File: config.mk
export PLATFORM = sky130hd
export DESIGN_NAME = opvs_top
export DESIGN_NICKNAME = d
export VERILOG_FILES = /design/src/hw/opvs_pkg.sv /design/src/hw/opvs_top.sv /design/src/hw/opvs_bit_rx.sv /design/src/hw/opvs_switch_ctl.sv
export VERILOG_INCLUDE_DIRS = /design/src /design/src/hw
export SDC_FILE = /design/constraint.sdc
export NUM_CORES = 1
export LEC_CHECK = 0
export BUFFER_PORTS_ARGS = -buffer_cell sky130_fd_sc_hd__buf_2
export CAP_MARGIN = 20
export CELL_PAD_IN_SITES_DETAIL_PLACEMENT = 1
export CELL_PAD_IN_SITES_GLOBAL_PLACEMENT = 1
export CORE_UTILIZATION = 46
export CTS_BUF_LIST = sky130_fd_sc_hd__clkbuf_2 sky130_fd_sc_hd__clkbuf_4 sky130_fd_sc_hd__clkbuf_8
export CTS_CLUSTER_DIAMETER = 50
export DETAILED_ROUTE_END_ITERATION = 8
export PLACE_DENSITY_LB_ADDON = 0.1
export SYNTH_ARGS = -nofsm -noshare
export SYNTH_HDL_FRONTEND = slang
export SYNTH_HIERARCHICAL = 1
export SYNTH_SLANG_ARGS = --single-unit
File: constraint.sdc
create_clock -name core_clk -period 2 [get_ports core_clk]
set_input_delay 0.2 -clock core_clk [delete_from_list [all_inputs] [get_ports core_clk]]
set_output_delay 0.2 -clock core_clk [all_outputs]
set_load 0.01 [all_outputs]
File: src/hw/opvs_consts.svh
// Constants of the one-pin setpoint receiver
`ifndef OPVS_CONSTS_SVH
`define OPVS_CONSTS_SVH

//==============================================================
// Clock and times
`define OPVS_CLK_MHZ 10
`define OPVS_TIMEOUT_US 520
`define OPVS_ACK_US 520
`define OPVS_VALACK_US 2
`define OPVS_STARTUP_MS 170
`define OPVS_CYCLES_US(t) ((t) * `OPVS_CLK_MHZ)
`define OPVS_CYCLES_MS(t) ((t) * 1000 * `OPVS_CLK_MHZ)
`define OPVS_SW_PERIOD 16

//==============================================================
// Frame layout
`define OPVS_BYTE_BITS 8
`define OPVS_FRAME_BITS 16
`define OPVS_ACK_REQ_POS 7
`define OPVS_SEL_HI_POS 6
`define OPVS_SEL_LO_POS 5
`define OPVS_VAL_MSB 4
`define OPVS_VAL_W 5

//==============================================================
// Register select codes
`define OPVS_SEL_C1_LOW 2'h0
`define OPVS_SEL_C1_HIGH 2'h1
`define OPVS_SEL_C2 2'h2

//==============================================================
// Reset codes of the setpoints
`define OPVS_C1_LOW_RESET 5'h0C
`define OPVS_C1_HIGH_RESET 5'h18
`define OPVS_C2_RESET 5'h10

`endif

File: src/hw/opvs_pkg.sv
// Types of the one-pin setpoint receiver
package opvs_pkg;

    //==============================================================
    // Receiver states
    typedef enum logic [2:0] {
        rx_off,
        rx_idle,
        rx_bits,
        rx_ack_wait,
        rx_ack
    } opvs_rx_state_t;

endpackage

File: src/hw/opvs_top.sv
// One-pin setpoint receiver with switch sequencing, top level
`timescale 1ns/10ps
`include "opvs_consts.svh"

//==============================================================
// Behaviour
// RQ1: Select low: converter 1 uses low-level setpoint, reset 1.2V.
// RQ2: Select high: converter 1 uses high-level setpoint, reset 1.8V.
// RQ3: Each setpoint register is written alone, others untouched.
// RQ4: Fixed frequency: high sides of both converters start half a period apart.
// RQ5: High-side limit: high off, low on, until low-side current clears.
// RQ6: Over-temperature turns both switches off; resumes when indication clears.
// RQ7: Frame is address byte then data byte; accepted only on matching address.
// RQ8: Data byte MSB down: ack request, two select bits, five value bits.
// RQ9: Ack request answered only for a correctly received frame.
// RQ10: Bits decode at any rate 1.7 to 160 kbit/s, no configuration.
// RQ11: Bytes arrive MSB first and are assembled in that order.
// RQ12: Host holds line high before each byte, then falls to start.
// RQ13: Host ends each byte with an end-of-stream low period.
// RQ14: Three setpoint registers of five bits, 32 values each.
// RQ15: Select 00 low-level, 01 high-level, 10 converter 2; 11 unused.
// RQ16: Analog-select version has no high-level register.
// RQ17: Receiver runs only while at least one converter enable is high.
// RQ18: Receiver ready 170 ms after enable; host waits that long.
// RQ19: Each bit spans one falling edge to the next.
// RQ20: One needs high at least 2x low; zero needs low at least 2x high.
// RQ21: Setpoints persist until supply reset, even when disabled.
// RQ22: Forced fixed frequency at once when line high, and throughout reception.
// RQ23: Power save returns only after line low for the 520 us timeout.
// RQ24: Ack needs request, matching address, 16 good bits; pull line low.
// RQ25: A bit meeting neither ratio voids the frame and its ack.

module opvs_top #(
    parameter bit DIGITAL_SELECT = 1'b1,
    // Arbitrary value, set per product
    parameter logic [7:0] DEVICE_ADDR = 8'hA5,
    parameter int unsigned CNT_W = 14,
    parameter int unsigned TIMEOUT_CYCLES = `OPVS_CYCLES_US(`OPVS_TIMEOUT_US),
    parameter int unsigned ACK_CYCLES = `OPVS_CYCLES_US(`OPVS_ACK_US),
    parameter int unsigned STARTUP_CYCLES = `OPVS_CYCLES_MS(`OPVS_STARTUP_MS),
    parameter int unsigned SW_PERIOD = `OPVS_SW_PERIOD
) (
    input wire logic core_clk,
    input wire logic reset_n,
    input wire logic mode_data_in,
    output logic ack_pull_out_q,
    output logic ack_pull_oe_q,
    input wire logic conv1_level_select_pin,
    input wire logic conv1_enable_pin,
    input wire logic conv2_enable_pin,
    input wire logic reg_trip1,
    input wire logic reg_trip2,
    input wire logic hs_ilim1,
    input wire logic ls_ilim1,
    input wire logic hs_ilim2,
    input wire logic ls_ilim2,
    input wire logic over_temp,
    output logic [`OPVS_VAL_W-1:0] conv1_setpoint_q,
    output logic [`OPVS_VAL_W-1:0] conv2_setpoint_q,
    output logic forced_pwm_q,
    output logic rx_ready_q,
    output logic hs_on1_q,
    output logic ls_on1_q,
    output logic hs_on2_q,
    output logic ls_on2_q
);

    localparam int unsigned VALACK_CYCLES = `OPVS_CYCLES_US(`OPVS_VALACK_US);
    localparam int unsigned HALF_PERIOD = SW_PERIOD / 2;

    //==============================================================
    // Elaboration checks
    if (TIMEOUT_CYCLES < 2 || TIMEOUT_CYCLES >= (1 << CNT_W) - 1) begin : g_bad_timeout
        $error("Timeout too large");
    end
    if (ACK_CYCLES < 1 || ACK_CYCLES >= (1 << 14)) begin : g_bad_ack
        $error("Ack length too large");
    end
    if (STARTUP_CYCLES < 1 || STARTUP_CYCLES >= (1 << 24)) begin : g_bad_startup
        $error("Startup too large");
    end
    if (SW_PERIOD < 2 || SW_PERIOD > 256 || (SW_PERIOD % 2) != 0) begin : g_bad_period
        $error("Bad switching period");
    end

    //==============================================================
    // Declarations
    opvs_pkg::opvs_rx_state_t state_q;
    logic [4:0] bit_cnt_q;
    logic [15:0] shift_q;
    logic bad_q;
    logic [13:0] wait_cnt_q;
    logic [23:0] start_cnt_q;
    logic [7:0] phase_cnt_q;
    logic [`OPVS_VAL_W-1:0] c1_low_q;
    logic [`OPVS_VAL_W-1:0] c1_high_q;
    logic [`OPVS_VAL_W-1:0] c2_q;
    logic phase1_q;
    logic phase2_q;
    logic bit_fall;
    logic bit_one;
    logic bit_zero;
    logic low_to;
    logic high_to;
    logic rx_enable;
    logic start_done;
    logic valack_done;
    logic ack_done;
    logic last_bit;
    logic frame_good;
    logic wr_en;
    logic receiving;
    logic [7:0] addr_byte;
    logic [7:0] data_byte;
    logic [1:0] sel;

    //==============================================================
    // Bit timing
    opvs_bit_rx #(
        .CNT_W(CNT_W),
        .TIMEOUT_CYCLES(TIMEOUT_CYCLES)
    ) u_bit_rx (
        .core_clk(core_clk),
        .reset_n(reset_n),
        .line_in(mode_data_in),
        .fall_q(bit_fall),
        .one_q(bit_one),
        .zero_q(bit_zero),
        .low_to_q(low_to),
        .high_to_q(high_to)
    );

    //==============================================================
    // Frame decode
    assign rx_enable = conv1_enable_pin || conv2_enable_pin; // RQ17
    assign start_done = start_cnt_q == 24'(STARTUP_CYCLES - 1);
    assign valack_done = wait_cnt_q == 14'(VALACK_CYCLES - 1);
    assign ack_done = wait_cnt_q == 14'(ACK_CYCLES - 1);
    // Last bit still sits in the classifier, not yet in the shifter
    assign addr_byte = shift_q[14:7]; // RQ7
    assign data_byte = {shift_q[6:0], bit_one}; // RQ8
    assign sel = {data_byte[`OPVS_SEL_HI_POS], data_byte[`OPVS_SEL_LO_POS]};
    assign last_bit = (state_q == opvs_pkg::rx_bits) && bit_fall && (bit_cnt_q == 5'(`OPVS_FRAME_BITS - 1));
    assign frame_good = !bad_q && (bit_one || bit_zero) && (addr_byte == DEVICE_ADDR); // RQ7 RQ25
    assign wr_en = rx_enable && last_bit && frame_good;
    assign receiving = (state_q == opvs_pkg::rx_bits) || (state_q == opvs_pkg::rx_ack_wait)
        || (state_q == opvs_pkg::rx_ack) || ((state_q == opvs_pkg::rx_idle) && (bit_cnt_q != 5'h00));

    //==============================================================
    // Startup delay after enable
    always_ff @(posedge core_clk or negedge reset_n) begin
        if (!reset_n) begin
            start_cnt_q <= 24'h000000;
        end else if (!rx_enable) begin
            start_cnt_q <= 24'h000000;
        end else if (state_q == opvs_pkg::rx_off && !start_done) begin
            start_cnt_q <= start_cnt_q + 24'h000001; // RQ18
        end
    end

    //==============================================================
    // Receiver state machine
    always_ff @(posedge core_clk or negedge reset_n) begin
        if (!reset_n) begin
            state_q <= opvs_pkg::rx_off;
            bit_cnt_q <= 5'h00;
            shift_q <= 16'h0000;
            bad_q <= 1'b0;
            wait_cnt_q <= 14'h0000;
        end else if (!rx_enable) begin // RQ17
            state_q <= opvs_pkg::rx_off;
            bit_cnt_q <= 5'h00;
            bad_q <= 1'b0;
            wait_cnt_q <= 14'h0000;
        end else begin
            case (state_q)
                opvs_pkg::rx_off: begin
                    if (start_done) begin
                        state_q <= opvs_pkg::rx_idle; // RQ18
                    end
                end
                opvs_pkg::rx_idle: begin
                    // A fall here opens a byte, the period before it is start time
                    if (bit_fall) begin // RQ12
                        state_q <= opvs_pkg::rx_bits;
                    end else if (low_to) begin
                        bit_cnt_q <= 5'h00;
                        bad_q <= 1'b0;
                    end
                end
                opvs_pkg::rx_bits: begin
                    if (bit_fall) begin
                        shift_q <= {shift_q[14:0], bit_one}; // RQ11
                        bad_q <= bad_q || !(bit_one || bit_zero); // RQ25
                        if (last_bit) begin
                            bit_cnt_q <= 5'h00;
                            bad_q <= 1'b0;
                            if (frame_good && data_byte[`OPVS_ACK_REQ_POS]) begin // RQ9 RQ24
                                state_q <= opvs_pkg::rx_ack_wait;
                            end else begin
                                state_q <= opvs_pkg::rx_idle;
                            end
                        end else begin
                            bit_cnt_q <= bit_cnt_q + 5'h01;
                            if (bit_cnt_q == 5'(`OPVS_BYTE_BITS - 1)) begin
                                state_q <= opvs_pkg::rx_idle; // RQ13
                            end
                        end
                    end else if (low_to || high_to) begin
                        // Stalled line: drop the partial frame
                        state_q <= opvs_pkg::rx_idle;
                        bit_cnt_q <= 5'h00;
                        bad_q <= 1'b0;
                    end
                end
                opvs_pkg::rx_ack_wait: begin
                    if (valack_done) begin
                        state_q <= opvs_pkg::rx_ack;
                        wait_cnt_q <= 14'h0000;
                    end else begin
                        wait_cnt_q <= wait_cnt_q + 14'h0001;
                    end
                end
                opvs_pkg::rx_ack: begin
                    if (ack_done) begin
                        state_q <= opvs_pkg::rx_idle;
                        wait_cnt_q <= 14'h0000;
                    end else begin
                        wait_cnt_q <= wait_cnt_q + 14'h0001;
                    end
                end
                default: begin
                    state_q <= opvs_pkg::rx_off;
                end
            endcase
        end
    end

    //==============================================================
    // Acknowledge pull-down
    always_ff @(posedge core_clk or negedge reset_n) begin
        if (!reset_n) begin
            ack_pull_out_q <= 1'b0;
            ack_pull_oe_q <= 1'b0;
            rx_ready_q <= 1'b0;
        end else begin
            ack_pull_out_q <= 1'b0;
            ack_pull_oe_q <= rx_enable && (((state_q == opvs_pkg::rx_ack_wait) && valack_done)
                || ((state_q == opvs_pkg::rx_ack) && !ack_done)); // RQ24
            rx_ready_q <= rx_enable && (state_q != opvs_pkg::rx_off);
        end
    end

    //==============================================================
    // Setpoint registers, returned to their reset codes only by supply reset
    always_ff @(posedge core_clk or negedge reset_n) begin
        if (!reset_n) begin // RQ21
            c1_low_q <= `OPVS_C1_LOW_RESET;
            c1_high_q <= `OPVS_C1_HIGH_RESET;
            c2_q <= `OPVS_C2_RESET;
        end else if (wr_en) begin // RQ3 RQ14
            if (sel == `OPVS_SEL_C1_LOW) begin // RQ15
                c1_low_q <= data_byte[`OPVS_VAL_MSB:0];
            end else if (sel == `OPVS_SEL_C1_HIGH && DIGITAL_SELECT) begin // RQ16
                c1_high_q <= data_byte[`OPVS_VAL_MSB:0];
            end else if (sel == `OPVS_SEL_C2) begin
                c2_q <= data_byte[`OPVS_VAL_MSB:0];
            end
        end
    end

    //==============================================================
    // Active setpoints
    always_ff @(posedge core_clk or negedge reset_n) begin
        if (!reset_n) begin
            conv1_setpoint_q <= `OPVS_C1_LOW_RESET;
            conv2_setpoint_q <= `OPVS_C2_RESET;
        end else begin
            conv1_setpoint_q <= (DIGITAL_SELECT && conv1_level_select_pin) ? c1_high_q : c1_low_q; // RQ1 RQ2
            conv2_setpoint_q <= c2_q;
        end
    end

    //==============================================================
    // Mode selection
    always_ff @(posedge core_clk or negedge reset_n) begin
        if (!reset_n) begin
            forced_pwm_q <= 1'b0;
        end else begin
            // Long low wins only outside a frame, so an ack never drops the mode
            forced_pwm_q <= mode_data_in || receiving || !low_to; // RQ22 RQ23
        end
    end

    //==============================================================
    // Interleaved phase starts
    always_ff @(posedge core_clk or negedge reset_n) begin
        if (!reset_n) begin
            phase_cnt_q <= 8'h00;
            phase1_q <= 1'b0;
            phase2_q <= 1'b0;
        end else begin
            phase_cnt_q <= (phase_cnt_q == 8'(SW_PERIOD - 1)) ? 8'h00 : phase_cnt_q + 8'h01;
            phase1_q <= phase_cnt_q == 8'h00; // RQ4
            phase2_q <= phase_cnt_q == 8'(HALF_PERIOD); // RQ4
        end
    end

    //==============================================================
    // Power switches
    opvs_switch_ctl u_sw1 (
        .core_clk(core_clk),
        .reset_n(reset_n),
        .enable(conv1_enable_pin),
        .phase_start(phase1_q),
        .off_trip(reg_trip1),
        .hs_ilim(hs_ilim1),
        .ls_ilim(ls_ilim1),
        .over_temp(over_temp),
        .hs_on_q(hs_on1_q),
        .ls_on_q(ls_on1_q)
    );

    opvs_switch_ctl u_sw2 (
        .core_clk(core_clk),
        .reset_n(reset_n),
        .enable(conv2_enable_pin),
        .phase_start(phase2_q),
        .off_trip(reg_trip2),
        .hs_ilim(hs_ilim2),
        .ls_ilim(ls_ilim2),
        .over_temp(over_temp),
        .hs_on_q(hs_on2_q),
        .ls_on_q(ls_on2_q)
    );

endmodule // opvs_top

File: src/hw/opvs_bit_rx.sv
// Bit timer and classifier of the one-pin line
`timescale 1ns/10ps

module opvs_bit_rx #(
    parameter int unsigned CNT_W = 14,
    parameter int unsigned TIMEOUT_CYCLES = 5200
) (
    input wire logic core_clk,
    input wire logic reset_n,
    input wire logic line_in,
    output logic fall_q,
    output logic one_q,
    output logic zero_q,
    output logic low_to_q,
    output logic high_to_q
);

    localparam logic [CNT_W-1:0] TO_CNT = CNT_W'(TIMEOUT_CYCLES);

    logic line_prev_q;
    logic [CNT_W-1:0] low_cnt_q;
    logic [CNT_W-1:0] high_cnt_q;
    logic fall;

    // Ratio test without a divider
    function automatic logic twice(input logic [CNT_W-1:0] a, input logic [CNT_W-1:0] b);
        return {1'b0, a} >= {b, 1'b0};
    endfunction

    function automatic logic [CNT_W-1:0] sat_inc(input logic [CNT_W-1:0] a);
        return (&a) ? a : a + CNT_W'(1);
    endfunction

    assign fall = line_prev_q && !line_in;

    //==============================================================
    // Phase counters, restarted by each falling edge
    always_ff @(posedge core_clk or negedge reset_n) begin
        if (!reset_n) begin
            line_prev_q <= 1'b0;
            low_cnt_q <= '0;
            high_cnt_q <= '0;
        end else begin
            line_prev_q <= line_in;
            if (fall) begin // RQ19
                low_cnt_q <= CNT_W'(1);
                high_cnt_q <= '0;
            end else if (!line_in) begin
                low_cnt_q <= sat_inc(low_cnt_q);
            end else begin
                high_cnt_q <= sat_inc(high_cnt_q);
            end
        end
    end

    //==============================================================
    // Decision on the closed period
    always_ff @(posedge core_clk or negedge reset_n) begin
        if (!reset_n) begin
            fall_q <= 1'b0;
            one_q <= 1'b0;
            zero_q <= 1'b0;
            low_to_q <= 1'b0;
            high_to_q <= 1'b0;
        end else begin
            fall_q <= fall;
            one_q <= fall && twice(high_cnt_q, low_cnt_q); // RQ10 RQ20
            zero_q <= fall && twice(low_cnt_q, high_cnt_q); // RQ20
            low_to_q <= !line_in && !fall && (low_cnt_q >= TO_CNT);
            high_to_q <= line_in && (high_cnt_q >= TO_CNT);
        end
    end

endmodule // opvs_bit_rx

File: src/hw/opvs_switch_ctl.sv
// Gate sequencing of one converter's power switches
`timescale 1ns/10ps

module opvs_switch_ctl (
    input wire logic core_clk,
    input wire logic reset_n,
    input wire logic enable,
    input wire logic phase_start,
    input wire logic off_trip,
    input wire logic hs_ilim,
    input wire logic ls_ilim,
    input wire logic over_temp,
    output logic hs_on_q,
    output logic ls_on_q
);

    logic blocked_q;

    //==============================================================
    // High side, low side and current-limit hold
    always_ff @(posedge core_clk or negedge reset_n) begin
        if (!reset_n) begin
            hs_on_q <= 1'b0;
            ls_on_q <= 1'b0;
            blocked_q <= 1'b0;
        end else if (!enable || over_temp) begin // RQ6
            hs_on_q <= 1'b0;
            ls_on_q <= 1'b0;
            blocked_q <= 1'b0;
        end else if (hs_on_q && hs_ilim) begin // RQ5
            hs_on_q <= 1'b0;
            ls_on_q <= 1'b1;
            blocked_q <= 1'b1;
        end else if (blocked_q) begin
            // High side waits for the first phase start after ls_ilim clears
            ls_on_q <= 1'b1;
            blocked_q <= ls_ilim; // RQ5
        end else if (phase_start) begin // RQ4
            hs_on_q <= 1'b1;
            ls_on_q <= 1'b0;
        end else if (hs_on_q && off_trip) begin
            hs_on_q <= 1'b0;
            ls_on_q <= 1'b1;
        end
    end

endmodule // opvs_switch_ctl

* After elaboration in Yosys (flattened, before gate mapping) *
Index checks and enable logic that the tools add are counted.

operators by class
  eq/ne operators = 30
  muxes and demuxes = 65
  reduce and logical (&&, ||, !) cells = 66
  add/subtract/negate cells = 6
  $lt $le $gt $ge = 4
  bitwise operators = 2

operators with widths
  operator                 number
  $mux W14                 9
  $mux W24                 2
  $add A14 B1 Y14 const B  3
  $mux W5                  7
  $mux W1                  32
  $ge A14 B15 Y1           2
  $ge A14 B13 Y1 const B   2
  $pmux W14 S2             1
  $reduce_and A14 Y1       2
  $mux W3                  9
  $add A24 B1 Y24 const B  1
  $eq A24 B21 Y1 const B   1
  $logic_and A1 B1 Y1      23
  $ne A3 B3 Y1 const B     6
  $eq A8 B4 Y1 const B     2
  $pmux W3 S5              1
  $reduce_bool A5 Y1       3
  $eq A14 B13 Y1 const B   1
  $eq A14 B5 Y1 const B    1
  $logic_or A1 B1 Y1       12
  $pmux W5 S2              1
  $reduce_and A2 Y1        5
  $logic_not A1 Y1         9
  $add A8 B1 Y8 const B    1
  other kinds (27)         37

word-level totals
  output and inout port bits = 18
  word-level logic and storage cells = 204
  input bits = 13
  register bits after elaboration = 140

* Longest topological paths before layout *
  depth in word-level cells = 9
  depth in mapped cells = 7
  gate-level depth less buffers = 7

* Modules after synthesis *
The synthesis kept the hierarchy.

by module, submodules not included
  module           times used  cells each  seq. area each (um^2)  area each (um^2)
  opvs_top         1           445         2512.4                 4732.0
  opvs_bit_rx      1           275         850.8                  2399.8
  opvs_switch_ctl  2           14          75.1                   145.1

* Least setup slack after synthesis *
No wires, ideal clock.

  path type = flip-flop to flip-flop
  start = reg u_bit_rx.high_cnt_q[0]
  end = reg u_bit_rx.high_cnt_q[5]
  clock period less this slack = 2.058 ns
  data arrival time = 1.934 ns
  stages on the path, launching flop included = 8
  setup time = 0.124 ns
  setup slack = -0.058 ns
  data required time = 1.876 ns
  buffers on the path = 1
  cell sequence = dfrtp_1 > ha_1 > nand4_1 > or4_4 > and2_4 > buf_6 > and3_1 > a211o_1

between the ends
  word-level cells in the longest chain between the ends = 4
  elaborated cells on any way between the ends = 7
  those cells by class = add/sub: 1; eq/ne: 1; mux: 3; reduce/logical: 2

ends and longest elaborated chain
  element                 line               source
  start, declared         opvs_bit_rx.sv:22  logic [CNT_W-1:0] high_cnt_q;
  start signal, assigned  opvs_bit_rx.sv:51  high_cnt_q <= sat_inc(high_cnt_q);
  $add A14 B1 Y14         opvs_bit_rx.sv:31  return (&a) ? a : a + CNT_W'(1);
  $mux W14                opvs_bit_rx.sv:31
  $mux W14                opvs_bit_rx.sv:48  end else if (!line_in) begin
  $mux W14                opvs_bit_rx.sv:45  if (fall) begin

Several ways; a longest one is shown, not always the timed one. The select of a mux whose other input is x is not followed.
A chain may end at the register's enable or synchronous reset.

* Final worst setup path *
  start = reg bit_cnt_q[1]
  end = reg c1_high_q[2]

between the ends
  word-level cells in the longest chain between the ends = 5

ends and longest elaborated chain
  element                            line             source
  start, declared                    opvs_top.sv:89   logic [4:0] bit_cnt_q;
  start signal, assigned             opvs_top.sv:204  bit_cnt_q <= bit_cnt_q + 5'h01;
  $eq A5 B4 Y1                       opvs_top.sv:143  assign last_bit = (state_q == opvs_pkg::rx_bits) && bit_fall && (bit_cnt_q == 5'(`OPVS_FRAME_BITS - 1));
  $logic_and A1 B1 Y1                opvs_top.sv:143
  $logic_and A1 B1 Y1 (2 in series)  opvs_top.sv:145  assign wr_en = rx_enable && last_bit && frame_good;
  $reduce_and A3 Y1 (no line)        -
  end signal, assigned               opvs_top.sv:259  c1_high_q <= `OPVS_C1_HIGH_RESET;
  end signal, assigned               opvs_top.sv:265  c1_high_q <= data_byte[`OPVS_VAL_MSB:0];
  end, declared                      opvs_top.sv:96   logic [`OPVS_VAL_W-1:0] c1_high_q;

Every way passes these cells.

==> results.json <==
{
  "status": "finished, violations left",
  "violations": "setup timing",
  "hold_end": "u_sw2/blocked_q",
  "powerDensity_mw_per_mm2": 733.1,
  "relSlewSlack_pct": 56.70,
  "worstHoldPathType": "in2reg",
  "power_switching_mw": 2.034,
  "seq_area_frac_synth_pct": 47.34,
  "wl_met2_um": 9670,
  "n_fill_cell": 1768,
  "tightest_slew_ns": 0.6496,
  "dp.final_hpwl_um": 13720,
  "drc": 0,
  "route.layer.met1.wl_um": 8874,
  "combPwrFrac_pct": 18.8,
  "final_max_slew_viol_count": 0,
  "grt_max_degree": 75,
  "synth.net_count": 795,
  "timing.rr.end": "c1_high_q[2]",
  "synth_top_area_share_pct": 44.50,
  "postSynthAreaPerCell_sq_um": 9.923,
  "finalClockSkew_ns": 0.01419,
  "die_w_um": 129.0,
  "firstDrtPassIters": 4,
  "place_area_sq_mm": 0.008190,
  "antenna_found_initial": 0,
  "root_buffer": "clkbuf_8",
  "p_leak_nw": 4.071,
  "worst-r2r-cell-count": 7,
  "swShare_pct": 31.48,
  "grt_pass1_vias": 6347,
  "fmaxAchievable_mhz": 485.7,
  "drt-total-wl_um": 19160,
  "hold_viol": 0,
  "p_int_mw": 4.427,
  "ant_nets": 0,
  "critical_path_class": "reg2reg",
  "antenna_cells": 0,
  "routed_via_density": 5.630,
  "critPathCaptureType": "flop",
  "overflow": 0,
  "io_pins": 31,
  "synth_cells": 748,
  "reg2reg_slack_ns": -0.06,
  "core_sq_mm": 0.01583,
  "gp_routability_congestion": 0.8133,
  "max_cap_viol_count": 0,
  "peakVddDrop_uv": 437.5,
  "cts_tree": "built",
  "ys_ff_latch": 140,
  "syn2layout_area_growth_pct": 18.75,
  "placement_rows": 46,
  "grt.total_usage_pct": 24.54,
  "hp-start": "conv2_enable_pin",
  "async_reset_ff_share_pct": 100.0,
  "drt_iter0_drc": 261,
  "cp-start-kind": "flop",
  "routedWlPerCell_um": 17.84,
  "worstPathArrival_ns": 2.38,
  "grt_setup_unrepaired": "yes",
  "timing.final.setup_violations": 13,
  "ys_top_cells_by_count": "dfrtp_1, nand2_1, nor2_1",
  "htreeDepth": 4,
  "min_period_ns": 2.059,
  "rr_startpoint": "bit_cnt_q[1]",
  "grt_pass1_wl_um": 31780,
  "numCtsBuffers": 17,
  "finalNetCount": 892,
  "synthFlopType": "dfrtp_1",
  "required_ns": 2.33,
  "tns_ns": -0.5113,
  "yosysMostFrequentCell": "dfrtp_1",
  "port_buffers": 29,
  "seq_power_share_pct": 48.8,
  "cts_buffer_depth": 2,
  "synth_area_leaders": "dfrtp_1, ha_1, nand2_1, nor2_1, mux2_2",
  "stdcell_area_sq_mm": 0.008813,
  "yosys.area.top_type": "dfrtp_1",
  "wl_met3_um": 422,
  "p_clk_share_pct": 32.4,
  "vias": 6047,
  "dp.cells": 1026,
  "synth_area_sq_mm": 0.007422,
  "worstSkewPairLatency_ns": 0.45,
  "period_share_pct": 103.0,
  "cts_sinks": 140,
  "final_cell_count_no_fill": 1074,
  "synth_cell_types": 81,
  "die_area_sq_mm": 0.01665,
  "synth_edf_count": 0,
  "cp_max_fo": 5,
  "yosysWarnings": 6,
  "min_path_cells": 3,
  "path_clk_slew_ns": 0.08,
  "setup_ws_ns": -0.05906,
  "top_layer": "met4",
  "final_layout_size_suffix_gt1_share_pct": 24.36,
  "start_util_pct": 46.89,
  "die_h_um": 129.0
}
==> worst max path at each step <==
stage | from | slack (ns) | end | cells after the start
2_1_floorplan | state_q[0] | -0.007 | c1_high_q[0] | 5
3_3_place_gp | shift_q[10] | -0.05 | c2_q[2] | 5
3_5_place_dp | bit_cnt_q[1] | -0.13 | c1_high_q[2] | 6
4_1_cts | bit_cnt_q[1] | -0.12 | c1_high_q[0] | 7
5_1_grt | bit_cnt_q[1] | -0.14 | c2_q[0] | 7
6_report | bit_cnt_q[1] | -0.06 | c1_high_q[2] | 7
==> state kept, by name, summed over array words and instances (netlist names), 8 cells and up <==
| name | count |
|---|---|
| phase_cnt_q | 8 |
| shift_q | 15 |
| start_cnt_q | 24 |
| u_bit_rx/high_cnt_q | 14 |
| u_bit_rx/low_cnt_q | 14 |
| wait_cnt_q | 14 |
==> critical path: stages, from the launching register on <==
cell	delay, ns
dfrtp_1	0.38
ha_2	0.20
and4b_1	0.22
nand3_2	0.09
or3_4	0.40
nor3b_4	0.19
buf_6	0.16
mux2_4	0.30
==> kinds of logic after synthesis <==
group | after synthesis | share of synthesized area (%)
AO/OA/AOI/OAI | 122 | 11.24
XOR/XNOR | 36 | 4.248
adder cells (fa/ha/maj) | 34 | 5.732
buffers and inverters | 59 | 3.405
flip-flops | 140 | 47.34
multiplexers | 25 | 3.726
other | 1 | 0.05052
AND/OR/NAND/NOR | 331 | 24.26
==> cells in the final DEF, fill, tap and decap left out, drive strengths merged, types with 11 or more instances in the layout <==
master | netlist | layout
buf | 11 | 97
dfrtp | 132 | 132
o21ai | 20 | 20
nand3 | 33 | 33
o31ai | 11 | 11
ha | 34 | 34
nand4 | 23 | 23
xor2 | 22 | 22
clkbuf | 11 | 20
mux2 | 21 | 21
nand2 | 92 | 92
nor3 | 23 | 23
nor2 | 67 | 67
inv | 36 | 40
a21oi | 29 | 29
and3 | 11 | 11
xnor2 | 14 | 14
nor4 | 11 | 11
==> timing repair <==
| action | CTS | global route |
|---|---|---|
| gates resized for setup | 18 | 22 |
| pin swaps | 7 | 12 |
| buffers inserted | 6 | 7 |
| endpoints found under the setup margin | 23 | 28 |
| endpoints found under the hold margin | 134 | 0 |
| hold buffers | 3 | 0 |
==> layer usage <==
layer | GRT usage, % | vias to the layer above
met5 | 0 | -
met4 | 7.128 | 0
met3 | 5.120 | 20
met2 | 42.16 | 59
met1 | 31.27 | 3083
li1 | - | 2885
==> power by group through the flow <==
stage               Combinational, mW  Sequential [mW]  Clock, mW
CTS                              1.17             3.15       2.16
global placement                 1.07             3.19          0
detailed placement               1.15             3.20          0
finish                           1.21             3.15       2.10
floorplan                       0.712             3.17          0
global route                     1.37             3.18       2.30
==> stage by stage <==
step | power [mW] | setup slack (ns) | utilization [%] | hold slack, ns
2_1_floorplan | 3.878 | -0.007078 | - | -0.09559
5_1_grt | 6.851 | -0.1391 | 55.68 | 0.02381
6_report | 6.461 | -0.05906 | 55.68 | 0.04041
4_1_cts | 6.480 | -0.1210 | 54.90 | 0.01625
3_3_place_gp | 4.264 | -0.05299 | 51.75 | 0.01791
3_5_place_dp | 4.354 | -0.1307 | 51.75 | 0.01889
==> layout make-up <==
type	count	area [sq um]	area share, %
Inverter	37	138.9	1.576
Sequential cell	140	3516	39.89
Clock inverter	12	90.09	1.022
Multi-Input combinational cell	549	3787	42.97
Tap cell	216	270.3	3.066
Clock buffer	20	262.8	2.981
Timing Repair Buffer	100	748.2	8.490
Power figures use the tool's default switching activity.
